$ cat config.mk
export PLATFORM = sky130hd
export DESIGN_NAME = mns_core_exec
export DESIGN_NICKNAME = d
export VERILOG_FILES = /design/src/verilog/mns_pkg.sv /design/src/verilog/mns_addr_gen.sv /design/src/verilog/mns_core_exec.sv
export SDC_FILE = /design/constraint.sdc
export NUM_CORES = 2
export LEC_CHECK = 0
export BUFFER_PORTS_ARGS = -buffer_cell sky130_fd_sc_hd__clkbuf_2
export CORE_AREA = 2 2 303 530
export DETAILED_ROUTE_END_ITERATION = 8
export DIE_AREA = 0 0 305 532
export SYNTH_ARGS = -nofsm -noshare
export SYNTH_HDL_FRONTEND = slang
export SYNTH_SLANG_ARGS = --single-unit
$ cat constraint.sdc
create_clock -name clock -period 8.65 [get_ports clock]
set_input_delay 0.4325 -clock clock [delete_from_list [all_inputs] [get_ports clock]]
set_output_delay 0.4325 -clock clock [all_outputs]
set_load 0.02 [all_outputs]
$ cat src/verilog/mns_pkg.sv
package mns_pkg;
  // ----------------------------------------
  // Opcode patterns
  // ----------------------------------------
  localparam logic [6:0]  OP_MUL_HI7   = 7'h01;    // 0000 001a
  localparam logic [6:0]  OP_NEG_HI7   = 7'h36;    // 0110 110a
  localparam logic [4:0]  OP_RELATIVE_SUBROUTINE_CALL_HI5 = 5'h1b;    // 1101 1nnn
  localparam logic [15:0] OP_POP       = 16'h0006;
  localparam logic [15:0] OP_PUSH      = 16'h0005;
  localparam logic [15:0] OP_SWRESET   = 16'h00ff;
  localparam logic [15:0] OP_IDLE      = 16'h0000;
  localparam logic [3:0]  OP_SECOND_HI = 4'hf;
  // ----------------------------------------
  // Field positions and limits
  // ----------------------------------------
  localparam int          ACC_BIT      = 8;
  localparam logic [7:0]  IDX_LIMIT    = 8'h5f;    // 95
  localparam logic [11:0] ACCESS_SPLIT = 12'h080;
  localparam logic [11:0] ACCESS_HIGH  = 12'hf00;
  localparam int          STACK_DEPTH  = 31;
  localparam int          PC_W         = 21;
  localparam logic [20:0] PC_STEP      = 21'h000002;
  localparam logic [20:0] PC_RESET     = 21'h000000;
  // ----------------------------------------
  // Status flag bit positions
  // ----------------------------------------
  localparam int          FLAG_C       = 0;
  localparam int          FLAG_DC      = 1;
  localparam int          FLAG_Z       = 2;
  localparam int          FLAG_OV      = 3;
  localparam int          FLAG_N       = 4;
  localparam logic [4:0]  FLAGS_RESET  = 5'h00;
  localparam logic [7:0]  BYTE_RESET   = 8'h00;
  localparam logic [3:0]  BANK_RESET   = 4'h0;
  // ----------------------------------------
  // Execution states
  // ----------------------------------------
  typedef enum logic [1:0] {
    MNS_RUN    = 2'b00,
    MNS_BUBBLE = 2'b01
  } mns_state_t;
endpackage : mns_pkg
$ cat src/verilog/mns_addr_gen.sv
`timescale 1ns/1ns
`default_nettype none
module mns_addr_gen (
  input  wire logic [7:0]  fileAddr,
  input  wire logic        accessBit,
  input  wire logic [3:0]  bankSelectReg,
  input  wire logic        extEnable,
  input  wire logic [7:0]  indexBase,
  output var  logic [11:0] dataAddr,
  output var  logic        indexedMode
);
  // ----------------------------------------
  // Bank and indexed address select
  // ----------------------------------------
  logic [11:0] accessAddr;
  logic [11:0] bankAddr;
  logic [11:0] idxAddr;
  assign indexedMode = extEnable && !accessBit && (fileAddr <= mns_pkg::IDX_LIMIT);
  assign accessAddr  = ({4'h0, fileAddr} < mns_pkg::ACCESS_SPLIT) ? {4'h0, fileAddr}
                       : (mns_pkg::ACCESS_HIGH | {4'h0, fileAddr});
  assign bankAddr    = {bankSelectReg, fileAddr};
  assign idxAddr     = {4'h0, indexBase} + {4'h0, fileAddr};
  always_comb begin
    if (indexedMode) begin
      dataAddr = idxAddr;
    end else if (accessBit) begin
      dataAddr = bankAddr;
    end else begin
      dataAddr = accessAddr;
    end
  end
endmodule : mns_addr_gen
`default_nettype wire

$ cat src/verilog/mns_core_exec.sv
`timescale 1ns/1ns
`default_nettype none
module mns_core_exec (
  input  wire logic        clock,
  input  wire logic        rstn,
  input  wire logic        clockEnable,
  input  wire logic        masterClearPinN,
  input  wire logic        instrValid,
  input  wire logic [15:0] instrWord,
  input  wire logic [20:0] fetchPc,
  input  wire logic [7:0]  accIn,
  input  wire logic [4:0]  flagsIn,
  input  wire logic [3:0]  bankSelectReg,
  input  wire logic        extEnable,
  input  wire logic [7:0]  indexBase,
  input  wire logic [7:0]  fileRdData,
  output var  logic [11:0] fileAddr,
  output var  logic        fileWrEn,
  output var  logic [7:0]  fileWrData,
  output var  logic        indexedMode,
  output var  logic [7:0]  productHighByte,
  output var  logic [7:0]  productLowByte,
  output var  logic [4:0]  flagsOut,
  output var  logic        flagsWrEn,
  output var  logic        pcLoad,
  output var  logic [20:0] pcTarget,
  output var  logic [20:0] stackTopEntry,
  output var  logic [4:0]  stackDepth,
  output var  logic        fetchStall,
  output var  logic        softResetPulse,
  output var  logic        idleOp
);
  // ----------------------------------------
  // Decode
  // ----------------------------------------
  mns_pkg::mns_state_t stateQ;
  mns_pkg::mns_state_t stateD;
  logic        runSlot;
  logic        isMul;
  logic        isNeg;
  logic        isPop;
  logic        isPush;
  logic        isRcall;
  logic        isReset;
  logic        isIdle;
  logic        prevTwoWordQ;
  logic        twoWordFirst;
  assign runSlot = clockEnable && instrValid && (stateQ == mns_pkg::MNS_RUN);
  assign isMul   = runSlot && (instrWord[15:9] == mns_pkg::OP_MUL_HI7);
  assign isNeg   = runSlot && (instrWord[15:9] == mns_pkg::OP_NEG_HI7);
  assign isPop   = runSlot && (instrWord == mns_pkg::OP_POP);
  assign isPush  = runSlot && (instrWord == mns_pkg::OP_PUSH);
  assign isRcall = runSlot && (instrWord[15:11] == mns_pkg::OP_RELATIVE_SUBROUTINE_CALL_HI5);
  assign isReset = runSlot && (instrWord == mns_pkg::OP_SWRESET);
  assign isIdle  = runSlot && ((instrWord == mns_pkg::OP_IDLE)
                   || ((instrWord[15:12] == mns_pkg::OP_SECOND_HI) && !prevTwoWordQ));
  // First word of a two-word form; its follower is the operand, not an idle_op
  assign twoWordFirst = runSlot && (instrWord[15:12] == 4'hc);

  // ----------------------------------------
  // Operand address
  // ----------------------------------------
  logic [11:0] addrW;
  logic        idxW;
  mns_addr_gen uAddr (
    .fileAddr      (instrWord[7:0]),
    .accessBit     (instrWord[mns_pkg::ACC_BIT]),
    .bankSelectReg (bankSelectReg),
    .extEnable     (extEnable),
    .indexBase     (indexBase),
    .dataAddr      (addrW),
    .indexedMode   (idxW)
  );

  // ----------------------------------------
  // Datapath
  // ----------------------------------------
  logic [15:0] product;
  logic [7:0]  negResult;
  logic [8:0]  negSum;
  logic [4:0]  negSumLo;
  logic [4:0]  negFlags;
  logic [20:0] retAddr;
  logic [20:0] relTarget;
  logic [20:0] offsetX2;
  // Operands are unsigned, so no overflow or carry can arise
  assign product   = {8'h00, accIn} * {8'h00, fileRdData};
  assign negSum    = {1'b0, ~fileRdData} + 9'h001;
  assign negResult = negSum[7:0];
  assign negSumLo  = {1'b0, ~fileRdData[3:0]} + 5'h01;
  always_comb begin
    negFlags                    = flagsIn;
    negFlags[mns_pkg::FLAG_C]   = negSum[8];
    negFlags[mns_pkg::FLAG_DC]  = negSumLo[4];
    negFlags[mns_pkg::FLAG_Z]   = (negResult == 8'h00);
    negFlags[mns_pkg::FLAG_N]   = negResult[7];
    negFlags[mns_pkg::FLAG_OV]  = (fileRdData == 8'h80);
  end
  assign retAddr   = fetchPc + mns_pkg::PC_STEP;
  assign offsetX2  = {{9{instrWord[10]}}, instrWord[10:0], 1'b0};
  assign relTarget = retAddr + offsetX2;

  // ----------------------------------------
  // Return stack
  // ----------------------------------------
  logic [20:0] stackQ [mns_pkg::STACK_DEPTH];
  logic [4:0]  depthQ;
  logic        doPush;
  logic        doPop;
  logic        anyReset;
  assign doPush   = isPush || isRcall;
  assign doPop    = isPop && (depthQ != 5'h00);
  // Pin reset and software reset share one path, so both clear the same state
  assign anyReset = clockEnable && (!masterClearPinN || isReset);
  genvar gi;
  generate
    for (gi = 0; gi < mns_pkg::STACK_DEPTH; gi++) begin : gStack
      always_ff @(posedge clock or negedge rstn) begin
        if (!rstn) begin
          stackQ[gi] <= mns_pkg::PC_RESET;
        end else if (anyReset) begin
          stackQ[gi] <= mns_pkg::PC_RESET;
        end else if (doPush) begin
          if (gi == 0) begin
            stackQ[gi] <= (isRcall ? retAddr : retAddr);
          end else begin
            stackQ[gi] <= stackQ[gi-1];
          end
        end else if (doPop) begin
          if (gi == mns_pkg::STACK_DEPTH - 1) begin
            stackQ[gi] <= mns_pkg::PC_RESET;
          end else begin
            stackQ[gi] <= stackQ[gi+1];
          end
        end
      end
    end
  endgenerate
  always_ff @(posedge clock or negedge rstn) begin
    if (!rstn) begin
      depthQ <= 5'h00;
    end else if (anyReset) begin
      depthQ <= 5'h00;
    end else if (doPush && depthQ != 5'(mns_pkg::STACK_DEPTH)) begin
      depthQ <= depthQ + 5'h01;
    end else if (doPop) begin
      depthQ <= depthQ - 5'h01;
    end
  end

  // ----------------------------------------
  // Sequencer
  // ----------------------------------------
  always_comb begin
    stateD = stateQ;
    case (stateQ)
      mns_pkg::MNS_RUN: begin
        if (isRcall) begin
          stateD = mns_pkg::MNS_BUBBLE;
        end
      end
      mns_pkg::MNS_BUBBLE: begin
        stateD = mns_pkg::MNS_RUN;
      end
      default: begin
        stateD = mns_pkg::MNS_RUN;
      end
    endcase
  end
  always_ff @(posedge clock or negedge rstn) begin
    if (!rstn) begin
      stateQ       <= mns_pkg::MNS_RUN;
      prevTwoWordQ <= 1'b0;
    end else if (anyReset) begin
      stateQ       <= mns_pkg::MNS_RUN;
      prevTwoWordQ <= 1'b0;
    end else if (clockEnable) begin
      stateQ <= stateD;
      if (runSlot) begin
        prevTwoWordQ <= twoWordFirst;
      end
    end
  end

  // ----------------------------------------
  // Registered outputs
  // ----------------------------------------
  always_ff @(posedge clock or negedge rstn) begin
    if (!rstn) begin
      productHighByte <= mns_pkg::BYTE_RESET;
      productLowByte  <= mns_pkg::BYTE_RESET;
    end else if (anyReset) begin
      productHighByte <= mns_pkg::BYTE_RESET;
      productLowByte  <= mns_pkg::BYTE_RESET;
    end else if (isMul) begin
      productHighByte <= product[15:8];
      productLowByte  <= product[7:0];
    end
  end
  always_ff @(posedge clock or negedge rstn) begin
    if (!rstn) begin
      fileAddr    <= 12'h000;
      fileWrEn    <= 1'b0;
      fileWrData  <= mns_pkg::BYTE_RESET;
      indexedMode <= 1'b0;
      flagsOut    <= mns_pkg::FLAGS_RESET;
      flagsWrEn   <= 1'b0;
    end else if (anyReset) begin
      fileWrEn    <= 1'b0;
      flagsOut    <= mns_pkg::FLAGS_RESET;
      flagsWrEn   <= 1'b1;
    end else if (clockEnable) begin
      fileAddr    <= addrW;
      indexedMode <= (isMul || isNeg) && idxW;
      fileWrEn    <= isNeg;
      fileWrData  <= negResult;
      flagsOut    <= negFlags;
      flagsWrEn   <= isNeg;
    end
  end
  always_ff @(posedge clock or negedge rstn) begin
    if (!rstn) begin
      pcLoad         <= 1'b0;
      pcTarget       <= mns_pkg::PC_RESET;
      fetchStall     <= 1'b0;
      softResetPulse <= 1'b0;
      idleOp         <= 1'b0;
      stackTopEntry  <= mns_pkg::PC_RESET;
      stackDepth     <= 5'h00;
    end else if (clockEnable) begin
      pcLoad         <= isRcall || anyReset;
      pcTarget       <= anyReset ? mns_pkg::PC_RESET : relTarget;
      fetchStall     <= isRcall;
      softResetPulse <= isReset;
      idleOp         <= isIdle && !anyReset;
      stackTopEntry  <= stackQ[0];
      stackDepth     <= depthQ;
    end
  end
endmodule : mns_core_exec
`default_nettype wire

==> impl_metrics.csv <==
group,metric,value,unit
status,outcome,"finished, final reports clean",
setup_path,cp_slowest_cell,"fa_1",
timing,setup_viol,0,
pwr,powerDensity,180,nW/um^2
die,ios,171,
timing,period_share,45.8,%
yosys,synthArstFlopShare,100,%
min_path,whs_path_depth,3,
timing,clock_skew,18.7,ps
min_path,min_from,"bankSelectReg[2]",
pwr,leakage,0.0163,uW
die,core,158000,sq um
cts,clk_root_buffer_cell,"clkbuf_16",
timing,slew_headroom,18.3,%
cells_and_area,num-nets-final,4528,
timing,hold_slack,71.8,ps
yosys,synth.area.top_cells,"dfrtp_1 48%, a311oi_1 13%, nand2_1 13%, nor2_1 6.7%, ha_1 2.2%",
yosys,yosys_warnings,0,
pwr,power.total,7830,uW
yosys,yosys.cell_count.top_type,"nand2_1",
cells_and_area,finalNonFillerCells,6445,
min_path,hold_class,"in -> reg",
timing,max_freq,0.252,GHz
cts,numCtsBuffers,69,
setup_path,cp.arrival,4530,ps
die,die_area,162000,sq um
cts,cts_tree,"built",
yosys,yosysUniqueCellTypes,68,
placed_design,io_buffers,165,
timing,grt_setup_unrepaired,"no",
route,drt_wl_total,99.4,mm
timing,post-route-min-period,3960,ps
yosys,synth.avg_cell_area,8.83,sq um
cells_and_area,antennaDiodeCount,0,
route,firstDrtPassIters,8,
global_route,first_global_vias,31400,
timing,fin_tns_setup,0,ps
setup_path,reg2reg_slack,4730,ps
yosys,synth-seq-area-share,48.0,%
global_route,gr-total-overflow,0,
cells_and_area,fillers,16600,
timing,worst_pin_slew,1220,ps
flow_run,drv_cap,0,
setup_path,endpoint_kind,"register",
placed_design,pre_cts_ws,4030,ps
cts,h-tree-depth,3,
global_route,grt_antenna_before_repair,0,
cts,clk_pin_slew,70,ps
min_path,min_to,"fileAddr[10]",
cts,cts-resized-gates,0,
global_route,grt_pass1_wl,165,mm
cts,clkLatencyLatePin,650,ps
setup_path,worst_r2r_path_depth,9,
setup_path,r2r_end,"stackQ[109]",
setup_path,path_cells,"clkbuf_2, and2_1, fa_1, fa_1, fa_1, inv_1, fa_1, inv_1, ha_1, a211oi_1, o211ai_1, a41oi_1, xnor2_1, nand2_1, a21oi_1",
placed_design,place_hpwl,61.0,mm
global_route,grt_max_degree,239,
cts,clockBufferDepth,3,
cells_and_area,drive_gt1_share,8.39,%
yosys,yosys.area.top_type_share,48.0,%
setup_path,max_stage_delay,520,ps
yosys,synth_edf_count,0,
yosys,syn-cell-area,39300,sq um
placed_design,place.gp.congestion,0.897,
route,num_vias,32100,
setup_path,critPathRequiredTime,9220,ps
setup_path,cpMostUsedCell,"fa_1",
setup_path,path_class,"in -> reg",
yosys,synthFlopType,"dfrtp_1",
timing,finalWorstSetupSlack,4690,ps
route,drtIter0Drc,2732,
cts,numClockSinks,753,
yosys,syn_nets,4633,
placed_design,post-place-cells,6319,
timing,hold_viol,0,
route,drc,0,
route,via_per_inst,4.98,
global_route,grt_usage,11.9,%
setup_path,r2r_start,"stateQ[0]",
timing,maxSlewViolCount,0,
die,start_util,24.9,%
yosys,ys_seq_elements,753,
setup_path,worstPathMaxFanout,13,
pwr,vdd_drop_max,0.161,mV
setup_path,start_kind,"input pin",
die,die_w,305,um
die,die_h,532,um
route,ant_nets,0,
die,row_count,193,
yosys,yosysTopAreaCell,"dfrtp_1",
cells_and_area,area_growth,10.8,%
yosys,syn_inst,4449,
yosys,synth_common_cells,"1340 x nand2_1, 753 x dfrtp_1, 697 x nor2_1",
route,routedWlPerCell,15.4,um
-- report_power, final --
group | switching [uW] | total, uW | internal, uW
Sequential | 68.8 | 3680 | 3610
Clock | 1450 | 3250 | 1800
Combinational | 583 | 904 | 321
Total | 2100 | 7830 | 5730
-- flip-flops by register name, indices dropped and copies added (netlist names), 5 cells and up --
name / count
depthQ: 5
fileAddr: 12
fileWrData: 8
flagsOut: 5
pcTarget: 21
productHighByte: 8
productLowByte: 8
stackDepth: 5
stackQ: 651
stackTopEntry: 21
-- metal layers --
metal | GRT usage, % | part of all wire [%] | vias to the layer above
met3 | 1.95 | 4.2 | 158
met4 | 4.94 | 3.7 | 0
li1 | - | - | 15200
met2 | 21.1 | 51 | 644
met5 | 0 | 0 | -
met1 | 14.3 | 41 | 16100
-- worst max-delay path by stage --
stage	slack, ps	cells after the start	startpoint	end
after floorplan	4510	15	fileRdData[2]	productHighByte[4]
after global placement	4030	15	fileRdData[2]	productHighByte[4]
after detailed placement	4030	14	fileRdData[2]	productHighByte[7]
after CTS	4730	14	fileRdData[2]	productHighByte[7]
after global routing	4470	9	stateQ[0]	stackQ[345]
final	4690	15	fileRdData[2]	productHighByte[4]
-- cell families (layout without fill, tap and decap cells) --
| logic type | Yosys count | in the layout | share of synthesized area (%) |
|---|---|---|---|
| fa+ha+maj | 108 | 108 | 4.19 |
| buf+inv | 451 | 400 | 5.84 |
| simple gates | 2204 | 2204 | 22.1 |
| flops | 753 | 753 | 48.0 |
| mux | 38 | 38 | 1.05 |
| xor+xnor | 48 | 48 | 1.11 |
| compound gates | 847 | 847 | 17.7 |
-- layout by cell type, fill, tap and decap left out, drive strengths merged, types with 42 or more instances in the layout --
cell | Yosys | layout
nand2 | 1340 | 1340
dfrtp | 753 | 753
nor2 | 699 | 699
a311oi | 612 | 612
clkbuf | 157 | 259
a21oi | 71 | 71
inv | 67 | 71
ha | 69 | 69
and2 | 53 | 53
o21ai | 43 | 43
buf | 226 | 42
-- worst max-delay path, delay by kind of cell --
kind	cells	cell delay (ps)
adder cells (fa/ha/maj)	5	2340
AO/OA/AOI/OAI	4	890
AND/OR/NAND/NOR	2	360
buffers and inverters	3	350
XOR/XNOR	1	150
-- cell type report --
type	count	area, sq um	share of cell area [%]
clock buffer	95	2050	4.71
inverter	68	255	0.587
tap	2047	2560	5.89
multi-input combinational	3245	18200	41.8
timing repair buffer	207	1330	3.05
clock inverter	30	300	0.690
sequential	753	18800	43.3
-- stage by stage --
stage	util (%)	instance area (sq um)
4_1_cts	27.6	43500
5_1_grt	27.6	43500
2_1_floorplan	-	39300
3_5_place_dp	26.1	41100
6_report	27.6	43500
3_3_place_gp	26.1	41100
-- repair_timing --
action | in CTS | in global routing
hold endpoints to repair | 90 | 0
buffers inserted | 0 | 0
hold buffers | 1 | 0
endpoints found under the setup margin | 0 | 0
Note: power is estimated with default switching activity, not from simulation.
